==> src/inc/ipfg_pkg.sv <==
/*
 holds register offset, field positions, reset value and types for the
 priority field group register block.
 assumes a 32-bit avalon-mm slave bus and a single 50 mhz clock.
*/
package ipfg_pkg;
   localparam int          ADDR_W         = 4;
   localparam int          DATA_W         = 32;
   localparam int          REG_W          = 16;
   localparam int          PRIO_W         = 3;
   localparam int          NSRC           = 4;
   localparam logic [3:0]  PRIO_OFFSET    = 4'h0;
   localparam logic [3:0]  LEVEL_OFFSET   = 4'h4;
   localparam logic [3:0]  REQ_OFFSET     = 4'h8;
   localparam int          TMR4_LSB       = 12;
   localparam int          CMP4_LSB       = 8;
   localparam int          CMP3_LSB       = 4;
   localparam int          XFR2_LSB       = 0;
   localparam logic [15:0] PRIO_RESET     = 16'h4444;
   localparam logic [15:0] PRIO_WMASK     = 16'h7777;
   localparam logic [2:0]  PRIO_OFF       = 3'h0;
   localparam logic [2:0]  PRIO_MAX       = 3'h7;
   localparam logic [31:0] UNMAPPED_DATA  = 32'h0;

   typedef struct packed {
      logic [2:0] timer_four_prio;
      logic [2:0] compare_ch4_prio;
      logic [2:0] compare_ch3_prio;
      logic [2:0] xfer_ch2_done_prio;
   } ipfg_prio_t;

   typedef struct packed {
      logic             read;
      logic             write;
      logic [3:0]       address;
      logic [31:0]      writedata;
      logic [3:0]       byteenable;
   } ipfg_avreq_t;
endpackage

==> src/rtl/ipfg_level_map.sv <==
/*
 maps one 3-bit priority code and its request to a level and a gated request.
 assumes code and request arrive from logic on the same clock.
*/
`timescale 1ns/10ps
`default_nettype none
module ipfg_level_map (
   input  wire logic       clk,
   input  wire logic       rstn,
   input  wire logic [2:0] code,
   input  wire logic       req,
   output logic      [2:0] level,
   output logic            active
);
   // registered level and gated request
   always_ff @(posedge clk) begin
      if (!rstn) begin
         level  <= 3'h0;
         active <= 1'b0;
      end else begin
         level  <= code;
         active <= req && (code != ipfg_pkg::PRIO_OFF);
      end
   end

   off_blocks_a : assert property (@(posedge clk) disable iff (!rstn)
      code == ipfg_pkg::PRIO_OFF |=> !active)
      else $error("disabled source gave an active request");
endmodule
`default_nettype wire

==> src/rtl/ipfg_top.sv <==
/*
 holds the four-field interrupt priority register, its avalon-mm slave and
 the per-source level and request outputs.
 assumes requests come from same-clock logic and a bus master that holds
 its request until waitrequest is low.
*/
// The Avalon-MM register port and the register offsets are this design's own decisions.
// Function
// a field holding 111 gives its source level 7, the highest level.
// a field holding 001 gives level 1, with codes between mapping linearly.
// a field holding 000 disables its source so its request is never passed on.
// bits 14 to 12 hold the timer four priority.
// bits 10 to 8 hold the compare channel four priority.
// bits 6 to 4 hold the compare channel three priority.
// bits 2 to 0 hold the transfer channel two priority; bits 15, 11, 7, 3 read zero.
`timescale 1ns/10ps
`default_nettype none
module ipfg_top (
   input  wire logic        clk,
   input  wire logic        rstn,
   input  wire logic [3:0]  avs_address,
   input  wire logic        avs_read,
   input  wire logic        avs_write,
   input  wire logic [31:0] avs_writedata,
   input  wire logic [3:0]  avs_byteenable,
   output logic      [31:0] avs_readdata,
   output logic             avs_waitrequest,
   input  wire logic [3:0]  src_req,
   output logic      [11:0] src_level,
   output logic      [3:0]  src_active,
   output ipfg_pkg::ipfg_prio_t prio_fields
);
   logic [15:0] prio_q;
   logic        ack_q;
   logic [31:0] rdata_q;
   logic        access;
   logic [15:0] wdata_d;

   // one wait cycle then acknowledge
   assign access          = avs_read || avs_write;
   assign avs_waitrequest = access && !ack_q;
   assign avs_readdata    = rdata_q;

   always_ff @(posedge clk) begin
      if (!rstn) begin
         ack_q <= 1'b0;
      end else begin
         ack_q <= access && !ack_q;
      end
   end

   // byte-lane merge with unimplemented bits forced low
   always_comb begin
      wdata_d = prio_q;
      if (avs_byteenable[0]) begin
         wdata_d[7:0] = avs_writedata[7:0];
      end
      if (avs_byteenable[1]) begin
         wdata_d[15:8] = avs_writedata[15:8];
      end
      wdata_d = wdata_d & ipfg_pkg::PRIO_WMASK;
   end

   always_ff @(posedge clk) begin
      if (!rstn) begin
         prio_q <= ipfg_pkg::PRIO_RESET;
      end else if (avs_write && ack_q && avs_address == ipfg_pkg::PRIO_OFFSET) begin
         prio_q <= wdata_d;
      end
   end

   always_ff @(posedge clk) begin
      if (!rstn) begin
         rdata_q <= 32'h0;
      end else if (avs_read && !ack_q) begin
         if (avs_address == ipfg_pkg::PRIO_OFFSET) begin
            rdata_q <= {16'h0, prio_q & ipfg_pkg::PRIO_WMASK};
         end else if (avs_address == ipfg_pkg::LEVEL_OFFSET) begin
            rdata_q <= {20'h0, src_level};
         end else if (avs_address == ipfg_pkg::REQ_OFFSET) begin
            rdata_q <= {28'h0, src_active};
         end else begin
            rdata_q <= ipfg_pkg::UNMAPPED_DATA;
         end
      end
   end

   // field extraction
   assign prio_fields.timer_four_prio    = prio_q[ipfg_pkg::TMR4_LSB +: 3];
   assign prio_fields.compare_ch4_prio   = prio_q[ipfg_pkg::CMP4_LSB +: 3];
   assign prio_fields.compare_ch3_prio   = prio_q[ipfg_pkg::CMP3_LSB +: 3];
   assign prio_fields.xfer_ch2_done_prio = prio_q[ipfg_pkg::XFR2_LSB +: 3];

   // source 0 is transfer ch2, 1 compare ch3, 2 compare ch4, 3 timer four
   genvar gi;
   generate
      for (gi = 0; gi < 4; gi++) begin : g_src
         ipfg_level_map u_map (
            .clk    (clk),
            .rstn   (rstn),
            .code   (prio_q[gi*4 +: 3]),
            .req    (src_req[gi]),
            .level  (src_level[gi*3 +: 3]),
            .active (src_active[gi])
         );
      end
   endgenerate

   max_level_a : assert property (@(posedge clk) disable iff (!rstn)
      prio_q[14:12] == ipfg_pkg::PRIO_MAX |=> src_level[11:9] == 3'h7)
      else $error("code 111 did not give level 7");
   min_level_a : assert property (@(posedge clk) disable iff (!rstn)
      prio_q[2:0] == 3'h1 |=> src_level[2:0] == 3'h1)
      else $error("code 001 did not give level 1");
   cmp4_req_a : assert property (@(posedge clk) disable iff (!rstn)
      1'b1 |=> src_active[2] == $past(src_req[2] && prio_q[10:8] != 3'h0))
      else $error("compare ch4 request gating wrong");
   tmr4_field_a : assert property (@(posedge clk) disable iff (!rstn)
      (avs_write && !avs_waitrequest && avs_address == 4'h0 && avs_byteenable[1])
      |=> prio_fields.timer_four_prio == $past(avs_writedata[14:12]))
      else $error("timer four field misplaced");
   unimpl_zero_a : assert property (@(posedge clk) disable iff (!rstn)
      (prio_q & 16'h8888) == 16'h0)
      else $error("unimplemented bits set");
   wr_update_a : assert property (@(posedge clk) disable iff (!rstn)
      (avs_write && !avs_waitrequest && avs_address == 4'h0 && avs_byteenable == 4'hF)
      |=> prio_q == ($past(avs_writedata[15:0]) & 16'h7777))
      else $error("full write did not land in register");
   wait_one_a : assert property (@(posedge clk) disable iff (!rstn)
      (access && avs_waitrequest) |=> (!access || !avs_waitrequest))
      else $error("waitrequest held beyond one cycle");
   rd_zero_a : assert property (@(posedge clk) disable iff (!rstn)
      (avs_read && avs_waitrequest && avs_address == 4'h0) |=> rdata_q[31:15] == 17'h0)
      else $error("read of upper bits not zero");

   cov_write_c : cover property (@(posedge clk) disable iff (!rstn)
      avs_write && !avs_waitrequest);
   cov_read_c  : cover property (@(posedge clk) disable iff (!rstn)
      avs_read && !avs_waitrequest);
   cov_off_c   : cover property (@(posedge clk) disable iff (!rstn)
      src_req[3] && prio_q[14:12] == 3'h0);
endmodule
`default_nettype wire

==> config.mk <==
export PLATFORM = sky130hd
export DESIGN_NAME = ipfg_top
export DESIGN_NICKNAME = d
export VERILOG_FILES = /design/src/inc/ipfg_pkg.sv /design/src/rtl/ipfg_level_map.sv /design/src/rtl/ipfg_top.sv
export SDC_FILE = /design/constraint.sdc
export NUM_CORES = 1
export LEC_CHECK = 0
export ABC_AREA = 1
export BUFFER_PORTS_ARGS = -buffer_cell sky130_fd_sc_hd__buf_2
export CORE_UTILIZATION = 45
export DETAILED_ROUTE_END_ITERATION = 6
export GPL_TIMING_DRIVEN = 0
export PLACE_DENSITY = 0.85
export RECOVER_POWER = 50
export SLEW_MARGIN = 20
export SYNTH_ARGS = -nofsm -noshare
export SYNTH_HDL_FRONTEND = slang
export SYNTH_SLANG_ARGS = --single-unit
==> constraint.sdc <==
create_clock -name clk -period 2.55 [get_ports clk]
set_clock_uncertainty 0.15 [all_clocks]
set_input_delay 0.255 -clock clk [delete_from_list [all_inputs] [get_ports clk]]
set_output_delay 0.255 -clock clk [all_outputs]
set_load 0.1 [all_outputs]
==> Word-level counts from Yosys, hierarchy flattened <==
Cells that the tools add are included.
{ "word_totals": {"in_bits": 48, "output_inout_bits": 61, "register_bits": 61} }
{ "classes": {"eq_ne": 2, "n_reduce_logical": 17, "muxes": 3} }
{ "ops": {"columns": ["cell", "n"], "rows": [
  ["2-to-1 mux 15 bit", 1],
  ["2-to-1 mux 12 bit", 1],
  ["nonzero test 3 bit", 4],
  ["logical AND 1 bit", 8],
  ["equality test 4 x 3 -> 1 bit, second input constant", 1],
  ["equality test 4 bit, second input constant", 1],
  ["logical NOT 4 bit", 1],
  ["2-to-1 mux 4 bit", 1],
  ["AND reduction 2 bit", 2],
  ["logical NOT 1 bit", 1],
  ["logical OR 1 bit", 1]
]} }

==> Logic depth before layout (Yosys ltp) <==
{ "logic_depth": {"ltp_word": 4, "ltp_mapped": 8} }

==> Cells and area by module <==
A second synthesis with hierarchy kept.
{ "hier_totals": {"cells_unflattened": 258, "area_unflattened_um2": 1895.6} }
{ "by_module_without_submodules": {"columns": ["module", "cells_each", "area_per_inst_um2", "seq_area_each_um2", "n_inst"], "rows": [
  ["ipfg_top", 202, 1420.1, 560.5, 1],
  ["ipfg_level_map", 14, 118.9, 80.1, 4]
]} }

==> Worst setup path before layout <==
No wires, ideal clock.
{ "synth_timing": {"path_kind": "register to output", "startpoint": "register ack_q", "endpoint": "output avs_waitrequest", "setup_slack_ns": 0.523, "path_buffers": 0, "arrival_time_ns": 1.622, "required_ns": 2.145, "path_stages_with_launch": 2, "path_cell_list": "dfxtp_1 > nor2_1"} }
{ "synth_between": {"elab_chain_cells": 2} }
{ "synth_lines": {"columns": ["item", "line_no", "text"], "rows": [
  ["start, declared", "ipfg_top.sv:34", "logic ack_q;"],
  ["start signal, assigned", "ipfg_top.sv:48", "ack_q <= access && !ack_q;"],
  ["logical NOT 1 bit", "ipfg_top.sv:41", "assign avs_waitrequest = access && !ack_q;"],
  ["logical AND 1 bit", "ipfg_top.sv:41", null],
  ["end, declared", "ipfg_top.sv:27", "output logic avs_waitrequest,"]
]} }
No other way between the ends.

==> Worst setup path after layout <==
{ "layout_timing": {"startpoint": "register rdata_q[3], in the netlist avs_readdata[3]", "endpoint": "output avs_readdata[3]"} }
{ "layout_rtl": {"columns": ["item", "line_no", "text"], "rows": [
  ["start, declared", "ipfg_top.sv:35", "logic [31:0] rdata_q;"],
  ["start signal, assigned", "ipfg_top.sv:77", "rdata_q <= {16'h0, prio_q & ipfg_pkg::PRIO_WMASK};"],
  ["start signal, assigned", "ipfg_top.sv:79", "rdata_q <= {20'h0, src_level};"],
  ["start signal, assigned", "ipfg_top.sv:81", "rdata_q <= {28'h0, src_active};"],
  ["end, declared", "ipfg_top.sv:26", "output logic [31:0] avs_readdata,"]
]} }
No word-level cell between the ends.

==> impl_metrics.ini <==
[status]
status = finished, violations left
violations = negative hold slack

[setup_path]
cp.required_ns = 2.14
crit_chain = clkbuf_1
critPathSlowestCell = clkbuf_1
critPathArrivalTime_ns = 1.50
startpoint_type = flip-flop
crit_type = flip-flop to output pin
critPathMaxStageDelay_ns = 0.87
cp-end-kind = output pin
reg2reg_slack_ns = 0.71
worst-path-max-fanout = 2
crit_family = buffers and inverters
critPathBufInv = 1

[clock_network]
clockBufferDepth = 2
cts_tree = built
clkLatencyLatePin_ns = 0.30
root_buffer = clkbuf_8
cts.sinks = 44
numCtsBuffers = 5
post_cts_buffers = 0
path_clk_slew_ns = 0.08
htreeDepth = 2

[global_routing]
grt_antenna_before_repair = 0
use_met2_pct = 31.2
grt_pass1_wl_mm = 6.79
first_global_vias = 1530
top_usage_layer = met2
grt_max_degree = 15
groute.usage.overall_pct = 20.3
use_met3_pct = 3.89
gr-usage-met1_pct = 25.7
grt_overflow_total = 0

[place]
gp_congestion = 0.848
port_buffers = 69
hpwl_mm = 3.33
placed_cell_area_um2 = 2410

[synth]
ys_ff_latch = 44
yosys_warnings = 0
postSynthAreaPerCell_um2 = 7.59
synth.largest_area_cell = dfxtp_1
ys_types = 28
synth-seq-area-share_pct = 45.4
synth_top_area_share_pct = 45.4
syn_inst = 256
ys_top_cells_by_area = dfxtp_1 (45%), nand2_1 (11%), buf_4 (8.1%), nor2_1 (6.8%), inv_1 (5.6%)
syn_area_um2 = 1940

[finish]
final_layout_size_suffix_gt1_share_pct = 30.4
fillers = 389
fin_nets = 399
seqCellArea_um2 = 881
syn_to_final_growth_pct = 27.3
multiInputGateArea_um2 = 734
antenna_cells = 0
final_util_pct = 60.9
fin_area_um2 = 2470

[power_and_ir_drop]
vdd_drop_max_v = 0.000409
power.density_nw_per_um2 = 659
leakagePower_nw = 1.38

[sta]
worst_pin_slew_ns = 1.17
finalSetupTns_ns = 0
slew_headroom_pct = 22.1
fmaxAchievable_mhz = 525
final_max_slew_viol_count = 0
fin_crit_sh_pct = 74.7
finalHoldViolCount = 1
fin_hold_ws_ns = -0.000274
grt_setup_unrepaired = false
setup_viol = 0
fin_crit_ns = 1.90

[detailed_routing]
firstDrtPassIters = 4
post-route-drc-count = 0
vias = 1816
drtIter0Drc = 86
vias_per_cell = 4.52
wl_per_cell_um = 11.0
ant_nets = 0
drt_wl_total_mm = 4.41

[die]
die_area_um2 = 4580
start_util_pct = 47.9
io_pins = 109
coreArea_um2 = 4060
die_w_um = 67.7
chipHeight_um = 67.7
row_count = 23

[flow_run]
maxCapViolations = 0

[worst_hold_path]
hp-class = primary input to flip-flop
-- final timing paths --
kind	from	end	cells past startpoint
hold / removal	avs_writedata[2]	prio_q[2]	3
setup reg to reg	ack_q	avs_readdata[6]	5
hold reg to reg	prio_q[0]	g_src[0].u_map.level[0]	2
setup / recovery	avs_readdata[3]	avs_readdata[3]	1
-- Yosys cell counts (all sizes together) --
library cell and instances:
o21ai 13, conb 1, nand3 20, and2 1
o31ai 3, nand2 62, nor3 1, clkbuf 2
nand4 1, inv 30, a31oi 1, clkinv 2
dfxtp 44, nor2 40, a21oi 8, buf 27
-- sequential cells by signal, summed over array words and instances, names as in the netlist --
register and count:
ack_q 1, avs_readdata 15, g_src.u_map.active 4, g_src.u_map.level 12, prio_q 12
-- final cells by class --
class                   count  share of cell area, %
flip-flops and latches     44                   35.6
multi-input cells         167                   29.7
repair buffers             72                   15.1
plain buffers              29                   8.20
inverters                  32                   4.96
clock buffers               6                   3.34
well taps                  50                   2.53
clock inverters             2                  0.557
-- through the flow --
step	std cells	worst slack [ns]	total power [mW]
finish	402	0.646	1.63
global route	402	0.585	1.69
CTS	402	0.942	1.64
detailed placement	391	1.14	1.18
global placement	391	1.17	1.18
floorplan	272	0.523	1.12
-- power breakdown --
group / switching (mW) / internal [mW]
clock: 0.244 / 0.221
sequential: 0.0126 / 0.710
combinational: 0.361 / 0.0814
-- timing repair --
action,CTS,global route
endpoints found under the hold margin,3,0
hold buffers,3,0
gates resized for setup,0,0
-- cells in the final DEF (no fill, tap or decap), drive strengths merged --
master / synthesis / routed
nand2: 62 / 62
nand3: 20 / 20
buf: 27 / 90
clkbuf: 2 / 14
nand4: 1 / 1
o31ai: 3 / 3
and2: 1 / 1
a21oi: 8 / 8
nor3: 1 / 1
nor2: 40 / 40
clkinv: 2 / 1
conb: 1 / 17
o21ai: 13 / 13
inv: 30 / 31
dfxtp: 44 / 44
dlygate4sd3: 0 / 3
clkinvlp: 0 / 2
a31oi: 1 / 1
-- routing by layer --
layer | share of wire [%] | routed length (um)
met2 | 46 | 2020
met5 | 0 | 0
met1 | 43 | 1900
met3 | 7.4 | 325
met4 | 3.5 | 156
-- cell families after synthesis --
kind of cell | count (synthesis) | share of synthesized area, %
AOI/OAI and AO/OA | 25 | 7.09
DFF | 44 | 45.4
and+or+nand+nor | 125 | 29.8
buffers and inverters | 61 | 17.6
other | 1 | 0.193
Note: power is estimated with default switching activity, not from simulation.
